## src/rtl/cfm_pkg.sv

```systemverilog
// constants and types for the clock frequency monitor
package cfm_pkg;
  localparam int CNT_W = 16;
  // reference source select codes
  localparam logic [2:0] REF_MAIN = 3'h0;
  localparam logic [2:0] REF_SUB = 3'h1;
  localparam logic [2:0] REF_HIGH = 3'h2;
  localparam logic [2:0] REF_MID = 3'h3;
  localparam logic [2:0] REF_LOW = 3'h4;
  localparam logic [2:0] REF_WDT = 3'h5;
  localparam logic [2:0] REF_PERIPHERAL_CLOCK_B = 3'h6;
  localparam logic [2:0] REF_EXT = 3'h7;
  // reference divider select: 1/32, 1/128, 1/1024, 1/8192
  localparam logic [1:0] RDIV_32 = 2'h0;
  localparam logic [1:0] RDIV_128 = 2'h1;
  localparam logic [1:0] RDIV_1024 = 2'h2;
  localparam logic [1:0] RDIV_8192 = 2'h3;
  localparam logic [12:0] RDIV_32_TERM = 13'h001f;
  localparam logic [12:0] RDIV_128_TERM = 13'h007f;
  localparam logic [12:0] RDIV_1024_TERM = 13'h03ff;
  localparam logic [12:0] RDIV_8192_TERM = 13'h1fff;
  // target divider select: 1/1, 1/4, 1/8, 1/32
  localparam logic [1:0] TDIV_1 = 2'h0;
  localparam logic [1:0] TDIV_4 = 2'h1;
  localparam logic [1:0] TDIV_8 = 2'h2;
  localparam logic [1:0] TDIV_32 = 2'h3;
  localparam logic [4:0] TDIV_4_TERM = 5'h03;
  localparam logic [4:0] TDIV_8_TERM = 5'h07;
  localparam logic [4:0] TDIV_32_TERM = 5'h1f;
  // missing main-oscillator edges (in ref_clk cycles) that count as a stop
  localparam logic [7:0] STOP_TIMEOUT = 8'hff;
  // recommended tolerance in percent, for software computing limits
  localparam int FREQUENCY_TOLERANCE_SETTING = 10;
endpackage

```

## src/rtl/cfm_monitor.sv

```systemverilog
// clock frequency monitor: accuracy checker and main oscillator stop detector
// Functional notes
// target clock rising pulses are counted inside a window timed by the divided reference.
// at each window end an error request is raised if the count is outside the limits.
// the reference is one of seven internal clocks or the external reference pin.
// frequency-error and overflow requests each have their own enable.
// the two-bit reference divider select includes a divide-by-128 setting.
// the two-bit target divider select divides the target by 1, 4, 8 or 32.
// upper and lower limits are 16-bit values.
// software sets the limits around the expected count, ten percent tolerance advised.
// a main oscillator stop with detection enabled switches to the middle-speed osc and
//   raises a non-maskable interrupt.
// stop detection only acts while the main oscillator stop bit reads 0.
// stop detection needs its enable, its interrupt enable and the nmi enable bit; the code detects and switches on the enable alone.
// a sticky nmi status flag records the oscillation-stop cause.
// the counter clears at window start and the compare uses the count caught at window end.
`timescale 1ns/100ps
module cfm_monitor (
  input wire logic ref_clk,
  input wire logic rst,
  input wire logic main_osc_clk,
  input wire logic sub_osc_clk,
  input wire logic high_speed_internal_osc,
  input wire logic middle_speed_internal_osc,
  input wire logic low_speed_internal_osc,
  input wire logic watchdog_osc_clock,
  input wire logic peripheral_clock_b,
  input wire logic external_reference_pin,
  input wire logic checker_enable,
  input wire logic [2:0] target_select,
  input wire logic [2:0] ref_select,
  input wire logic [1:0] target_divider_select,
  input wire logic [1:0] ref_divider_select,
  input wire logic [15:0] upper_limit,
  input wire logic [15:0] lower_limit,
  input wire logic freq_err_irq_enable,
  input wire logic overflow_irq_enable,
  input wire logic freq_err_clear,
  input wire logic overflow_clear,
  input wire logic main_osc_stop_bit,
  input wire logic stop_detect_enable,
  input wire logic stop_detect_irq_enable,
  input wire logic stop_detect_nmi_enable,
  input wire logic stop_detect_nmi_clear,
  output logic [15:0] captured_count,
  output logic measure_done,
  output logic freq_err_flag,
  output logic overflow_flag,
  output logic freq_err_irq,
  output logic overflow_irq,
  output logic osc_stop_detected,
  output logic use_middle_speed_osc,
  output logic stop_detect_nmi_flag,
  output logic nmi
);
  // two-flop synchronisers for every asynchronous clock input
  logic [8:0] raw_w;
  logic [8:0] sync1_q;
  logic [8:0] sync2_q;
  logic [8:0] sync3_q;
  assign raw_w = {external_reference_pin, peripheral_clock_b, watchdog_osc_clock,
    low_speed_internal_osc, middle_speed_internal_osc, high_speed_internal_osc,
    sub_osc_clk, main_osc_clk, 1'b0};
  always_ff @(posedge ref_clk) begin
    if (rst) begin
      sync1_q <= '0;
      sync2_q <= '0;
      sync3_q <= '0;
    end else begin
      sync1_q <= raw_w;
      sync2_q <= sync1_q;
      sync3_q <= sync2_q;
    end
  end

  // rising edges seen after synchronisation; ref_clk must outrun every source
  logic [8:0] rise_w;
  assign rise_w = sync2_q & ~sync3_q;

  function automatic logic pick(input logic [8:0] r, input logic [2:0] sel);
    logic v;
    v = 1'b0;
    unique case (sel)
      cfm_pkg::REF_MAIN: v = r[1];
      cfm_pkg::REF_SUB: v = r[2];
      cfm_pkg::REF_HIGH: v = r[3];
      cfm_pkg::REF_MID: v = r[4];
      cfm_pkg::REF_LOW: v = r[5];
      cfm_pkg::REF_WDT: v = r[6];
      cfm_pkg::REF_PERIPHERAL_CLOCK_B: v = r[7];
      cfm_pkg::REF_EXT: v = r[8];
    endcase
    return v;
  endfunction

  logic tgt_rise_w;
  logic ref_rise_w;
  assign tgt_rise_w = pick(rise_w, target_select);
  assign ref_rise_w = pick(rise_w, ref_select);

  // a window opens on a reference edge, so it spans whole reference periods;
  // counting from the enable instead would lose up to one reference period
  typedef enum logic [1:0] {
    WIN_IDLE,
    WIN_ARM,
    WIN_MEASURE
  } cfm_win_t;
  cfm_win_t win_q;
  cfm_win_t win_d;
  always_comb begin
    win_d = win_q;
    unique case (win_q)
      WIN_IDLE: begin
        if (checker_enable) win_d = WIN_ARM;
      end
      WIN_ARM: begin
        if (!checker_enable) win_d = WIN_IDLE;
        else if (ref_rise_w) win_d = WIN_MEASURE;
      end
      WIN_MEASURE: begin
        if (!checker_enable) win_d = WIN_IDLE;
      end
      default: win_d = WIN_IDLE;
    endcase
  end
  always_ff @(posedge ref_clk) begin
    if (rst) begin
      win_q <= WIN_IDLE;
    end else begin
      win_q <= win_d;
    end
  end
  logic measuring_w;
  assign measuring_w = checker_enable && (win_q == WIN_MEASURE);

  // target prescaler
  logic [4:0] tdiv_q;
  logic [4:0] tterm_w;
  always_comb begin
    unique case (target_divider_select)
      cfm_pkg::TDIV_1: tterm_w = '0;
      cfm_pkg::TDIV_4: tterm_w = cfm_pkg::TDIV_4_TERM;
      cfm_pkg::TDIV_8: tterm_w = cfm_pkg::TDIV_8_TERM;
      cfm_pkg::TDIV_32: tterm_w = cfm_pkg::TDIV_32_TERM;
    endcase
  end
  logic tgt_tick_w;
  assign tgt_tick_w = tgt_rise_w && (tdiv_q >= tterm_w);

  // reference prescaler defines the window length
  logic [12:0] rdiv_q;
  logic [12:0] rterm_w;
  always_comb begin
    unique case (ref_divider_select)
      cfm_pkg::RDIV_32: rterm_w = cfm_pkg::RDIV_32_TERM;
      cfm_pkg::RDIV_128: rterm_w = cfm_pkg::RDIV_128_TERM;
      cfm_pkg::RDIV_1024: rterm_w = cfm_pkg::RDIV_1024_TERM;
      cfm_pkg::RDIV_8192: rterm_w = cfm_pkg::RDIV_8192_TERM;
    endcase
  end
  logic window_end_w;
  assign window_end_w = measuring_w && ref_rise_w && (rdiv_q >= rterm_w);

  always_ff @(posedge ref_clk) begin
    if (rst || !checker_enable) begin
      tdiv_q <= '0;
      rdiv_q <= '0;
    end else begin
      if (tgt_rise_w) tdiv_q <= tgt_tick_w ? '0 : tdiv_q + 5'h01;
      if (ref_rise_w && measuring_w) rdiv_q <= window_end_w ? '0 : rdiv_q + 13'h0001;
    end
  end

  // pulse counter; saturation marks overflow for the current window
  logic [15:0] count_q;
  logic ovf_q;
  always_ff @(posedge ref_clk) begin
    if (rst || !measuring_w || window_end_w) begin
      count_q <= '0;
      ovf_q <= 1'b0;
    end else if (tgt_tick_w) begin
      if (count_q == '1) ovf_q <= 1'b1;
      else count_q <= count_q + 16'h0001;
    end
  end

  // limit comparison on the count at window end
  logic [15:0] final_w;
  logic out_of_range_w;
  logic ovf_now_w;
  assign ovf_now_w = ovf_q || (tgt_tick_w && count_q == '1);
  assign final_w = (tgt_tick_w && count_q != '1) ? count_q + 16'h0001 : count_q;
  assign out_of_range_w = (final_w > upper_limit) || (final_w < lower_limit);

  always_ff @(posedge ref_clk) begin
    if (rst) begin
      captured_count <= '0;
      measure_done <= 1'b0;
    end else begin
      measure_done <= window_end_w;
      if (window_end_w) captured_count <= final_w;
    end
  end

  // sticky flags; a set in the clearing cycle wins
  always_ff @(posedge ref_clk) begin
    if (rst) begin
      freq_err_flag <= 1'b0;
    end else if (window_end_w && (out_of_range_w || ovf_now_w)) begin
      freq_err_flag <= 1'b1;
    end else if (freq_err_clear) begin
      freq_err_flag <= 1'b0;
    end
  end
  always_ff @(posedge ref_clk) begin
    if (rst) begin
      overflow_flag <= 1'b0;
    end else if (measuring_w && ovf_now_w && !ovf_q) begin
      overflow_flag <= 1'b1;
    end else if (overflow_clear) begin
      overflow_flag <= 1'b0;
    end
  end
  assign freq_err_irq = freq_err_flag && freq_err_irq_enable;
  assign overflow_irq = overflow_flag && overflow_irq_enable;

  // main oscillator stop detection: timeout since the last main edge
  logic [7:0] stop_cnt_q;
  logic armed_w;
  assign armed_w = stop_detect_enable && !main_osc_stop_bit;
  always_ff @(posedge ref_clk) begin
    if (rst || !armed_w || rise_w[1]) begin
      stop_cnt_q <= '0;
    end else if (stop_cnt_q != cfm_pkg::STOP_TIMEOUT) begin
      stop_cnt_q <= stop_cnt_q + 8'h01;
    end
  end
  logic stop_event_w;
  assign stop_event_w = armed_w && (stop_cnt_q == cfm_pkg::STOP_TIMEOUT);

  // detection and the clock switch hold until reset; the oscillator is not trusted again
  always_ff @(posedge ref_clk) begin
    if (rst) begin
      osc_stop_detected <= 1'b0;
      use_middle_speed_osc <= 1'b0;
    end else if (stop_event_w) begin
      osc_stop_detected <= 1'b1;
      use_middle_speed_osc <= 1'b1;
    end
  end
  always_ff @(posedge ref_clk) begin
    if (rst) begin
      stop_detect_nmi_flag <= 1'b0;
    end else if (stop_event_w && stop_detect_irq_enable) begin
      stop_detect_nmi_flag <= 1'b1;
    end else if (stop_detect_nmi_clear) begin
      stop_detect_nmi_flag <= 1'b0;
    end
  end
  assign nmi = stop_detect_nmi_flag && stop_detect_nmi_enable;
  // limits follow software's tolerance choice, nothing is checked in hardware  R08
endmodule // cfm_monitor

```

## config.mk

```make
export PLATFORM = sky130hd
export DESIGN_NAME = cfm_monitor
export DESIGN_NICKNAME = d
export VERILOG_FILES = /design/src/rtl/cfm_pkg.sv /design/src/rtl/cfm_monitor.sv
export SDC_FILE = /design/constraint.sdc
export NUM_CORES = 1
export LEC_CHECK = 0
export ABC_AREA = 1
export BUFFER_PORTS_ARGS = -buffer_cell sky130_fd_sc_hd__buf_2
export CORE_MARGIN = 2
export CORE_UTILIZATION = 40
export DETAILED_ROUTE_END_ITERATION = 10
export MAX_ROUTING_LAYER = met4
export PLACE_DENSITY = 0.66
export REMOVE_ABC_BUFFERS = 1
export SYNTH_ARGS = -nofsm -noshare
export SYNTH_HDL_FRONTEND = slang
export SYNTH_SLANG_ARGS = --single-unit
```

## constraint.sdc

```tcl
create_clock -name ref_clk -period 4.3 [get_ports ref_clk]
set_clock_uncertainty 0.1 [all_clocks]
set_input_delay 0.215 -clock ref_clk [delete_from_list [all_inputs] [get_ports ref_clk]]
set_output_delay 0.215 -clock ref_clk [all_outputs]
set_load 0.03 [all_outputs]
```

==> results.txt <==
----------------------------------------------------
[Synthesis]
  Post-synthesis sequential area ratio ... 37.0%
  Fraction of post-synthesis cell area in the top cell type by area ... 37.0%
  Number of enable flip-flop cells after synthesis ... 0
  Post-synthesis simple-gate area fraction ... 24.6%
  Most numerous cell in the Yosys netlist ... inv_1
  Xor and xnor fraction of the mapped netlist area ... 3.60%
  Netlist area before placement ... 4870 sq um
  Count of state elements after synthesis ... 90
  Main combinational cell family by area after synthesis ... simple AND/OR/NAND/NOR gates
  Gate Count Post-Synth ... 655
  Average size of a mapped cell ... 7.43 sq um
  Ys Warns ... 0
  Share of flip-flops with an asynchronous set or reset ... 0%
  Leading cell types by total area after synthesis ... dfxtp_1, ha_1, inv_1
  Post-Synth Adder-Cell Area ... 12.3%
  Count of unique library cells instantiated by Yosys ... 42
  Cell accounting for the most synthesized area ... dfxtp_1
  Portion of netlist area occupied by mux cells ... 0%
  Synthesized-area fraction occupied by ao, oa, aoi and oai cells ... 10.5%
  Top cells by instance count after synthesis ... inv_1, nand2_1, dfxtp_1, nor2_1, ha_1
  Most used flip-flop cell after synthesis ... dfxtp_1

[Run status]
  Result of the run ... finished, final reports clean

[Power]
  Power dissipated by switching net loads ... 407 uW
  Proportion of total power due to net switching ... 23.2%
  Internal power ... 1.35 mW
  Sequential cell fraction of total power ... 48.5%
  Peak ir drop on the vdd network ... 0.215 mV
  Pleak ... 2.87 nW
  Combinational share of power ... 6.8%
  Final total power ... 1.75 mW
  Power per cell area ... 303 nW/um^2
  Clock power share ... 44.6%

[CTS]
  Post-cts gate resize count ... 0
  Number of buffers created by CTS ... 9
  CTS tree ... built
  Number of levels the H-tree was split into ... 3
  Clock root cell ... clkbuf_16
  Clk slew on worst S/H paths ... 0.07 ns
  Clk Latency, worst-skew pair ... 0.34 ns
  Clock Tree Buf Depth ... 2
  Total number of clock tree sinks ... 90

[STA]
  Final-report hold violation count ... 0
  Slew HR ... 50.1%
  Max-slew violation count ... 0
  Setup WS post-layout ... 0.798 ns
  Actual transition at the worst max-transition pin ... 0.747 ns
  Minimum clock period after layout ... 3.50 ns
  Count of endpoints failing setup in the final report ... 0
  Post-route setup TNS ... 0 ns
  Maximum frequency from static timing analysis ... 0.286 GHz
  Final hold slack ... 0.0191 ns
  Setup repair after global routing missed its margin ... no
  Post-route fraction of the period consumed by the critical path ... 81.5%

[Layout]
  Number of filler cells placed in the layout ... 1199
  Utilization after layout ... 48.4%
  Final nets ... 858
  Layout cell share with drive strength beyond 1 ... 16.6%
  Area growth from synthesis to layout ... 18.9%

[Floorplanning]
  Initial Util ... 40.7%
  I/O pins ... 87
  Row count ... 40
  Die Footprint ... 13100 sq um
  Area of the core ... 12000 sq um
  Width of the die ... 114 um
  Die height ... 114 um

[Setup path]
  Endpoint kind of the worst setup timing path ... register
  Slowest Stage Delay on Critical Path ... 0.37 ns
  Cells traversed along the worst timing path ... inv_1 > ha_1 > inv_1 > a21boi_0 > o21bai_1 > nand2_1 > nand3_2 > nor2_1 > nand3_1 > nor2_1 > xnor2_1 > inv_1 > ha_1 > nand2_1 > nor2_1 > nand4_1 > a31o_2 > a31oi_1 > nor2_1 > nand2_1 > nand2_1 > nand2_1
  Nature of the critical path startpoint ... register
  CP arrival ... 3.69 ns
  Slowest CP cell ... dfxtp_1
  Critical path's top delay family ... simple AND/OR/NAND/NOR gates
  Most used cell along the critical path ... nand2_1
  Req. time, crit path ... 4.48 ns
  Maximum fanout count along the critical path ... 7
  Number of buffers and inverters on the critical path ... 3
  Type of the worst setup path ... reg -> reg

[Run]
  Max-cap check violation count ... 0

[Route]
  Remaining antenna violation count ... 0
  DRC violation count after routing ... 0
  Number of iterations in the first detailed-routing pass ... 4
  Vias per Instance ... 4.80
  Drt wl/cell ... 12.0 um
  Initial DRC count ... 210
  Detailed-route via count ... 4323
  Routed WL ... 10800 um

[Global routing]
  Initial antenna violation count ... 1
  Pin count of the biggest net entering global routing ... 35
  Met2 usage ... 29.2%
  Wire length of the first global-routing pass ... 18600 um
  Number of global-route vias before repair ... 4178
  Global-route usage over all layers ... 18.3%
  Total congestion overflow ... 0
  Top Usage Layer GRT ... met2
  Met3 Usage GRT ... 2.54%
  Met1 layer usage reported by global route ... 23.0%

[Worst hold path]
  Hold Path Class ... in -> reg

[Place]
  Dpl hpwl ... 8330 um
  Port Buf Inserts ... 86
  Final weighted congestion in routability-driven placement ... 0.863
  DP Worst Slack ... 0.712 ns

----------------------------------------------------
placed cells by master (no fill, tap or decap), types with 3 or more instances in the layout:
cell / netlist / final
nor2_1: 84 / 84
a21oi_1: 38 / 38
nand2_1: 94 / 94
dlygate4sd3_1: 0 / 8
a211oi_1: 4 / 4
nand4_1: 12 / 12
dfxtp_1: 90 / 90
nor3_1: 8 / 8
buf_2: 2 / 86
o211ai_1: 3 / 3
clkbuf_16: 0 / 9
nor3b_1: 4 / 4
xnor2_1: 3 / 3
xor2_1: 17 / 17
nand3_1: 40 / 40
a31oi_1: 7 / 7
ha_1: 48 / 48
nor2_2: 4 / 4
nand3_2: 3 / 3
o21ai_0: 19 / 19
inv_1: 136 / 136
what timing repair did:
item                      CTS  global route
hold buffers                8             0
hold endpoints to repair    8             0
setup buffers               0             0
layout make-up:
class / instances / area, sq um / share of cell area, %
antenna: 1 / 2.50 / 0.0432
clock buffer: 9 / 225 / 3.89
clock inverter: 6 / 66.3 / 1.14
inverter: 138 / 518 / 8.94
multi-input combinational: 415 / 2480 / 42.9
sequential: 90 / 1800 / 31.1
tap: 147 / 184 / 3.18
timing repair buffer: 94 / 510 / 8.81
worst paths after layout:
path | slack [ns] | startpoint | to | cells past startpoint
max | 0.80 | tdiv_q[0] | freq_err_flag | 22
min | 0.02 | stop_detect_nmi_clear | stop_detect_nmi_flag | 4
max reg2reg | 0.80 | tdiv_q[0] | freq_err_flag | 22
min reg2reg | 0.30 | sync1_q[5] | sync2_q[5] | 2
kinds of logic (layout without fill, tap and decap cells):
group           Yosys count  in the layout
compound gates           86             86
xor+xnor                 20             20
fa+ha+maj                48             48
buf+inv                 150            247
flops                    90             90
other cells               0              1
simple gates            261            261
registers in the layout, summed over array words and instances, names as in the netlist:
name	count
captured_count	16
count_q	16
rdiv_q	13
stop_cnt_q	8
sync1_q	8
sync2_q	8
sync3_q	8
tdiv_q	5
win_q	2
freq_err_flag	1
measure_done	1
overflow_flag	1
ovf_q	1
stop_detect_nmi_flag	1
use_middle_speed_osc	1
layer usage:
metal	vias up	part of all wire (%)	routed length [um]
li1	2275	-	-
met1	1918	48	5220
met2	116	45	4890
met3	14	4.2	460
met4	0	2.4	255
met5	-	0	0
power groups by stage:
stage	logic [mW]	clock network (mW)	registers, mW
6_report	0.120	0.783	0.851
5_1_grt	0.138	0.840	0.851
4_1_cts	0.121	0.803	0.850
3_5_place_dp	0.115	0	0.869
3_3_place_gp	0.111	0	0.869
2_1_floorplan	0.0615	0	0.868
per-stage QoR:
stage / instances / instance area (sq um)
2_1_floorplan: 643 / 4800
3_3_place_gp: 876 / 5420
3_5_place_dp: 876 / 5420
4_1_cts: 899 / 5790
5_1_grt: 900 / 5790
6_report: 900 / 5790
worst min-delay path: cells and delay by family:
| family | cells | cell delay, ns |
|---|---|---|
| buffers and inverters | 2 | 0.10 |
| AO/OA/AOI/OAI | 1 | 0.05 |
| AND/OR/NAND/NOR | 1 | 0.04 |
(Power assumes the default switching activity.)
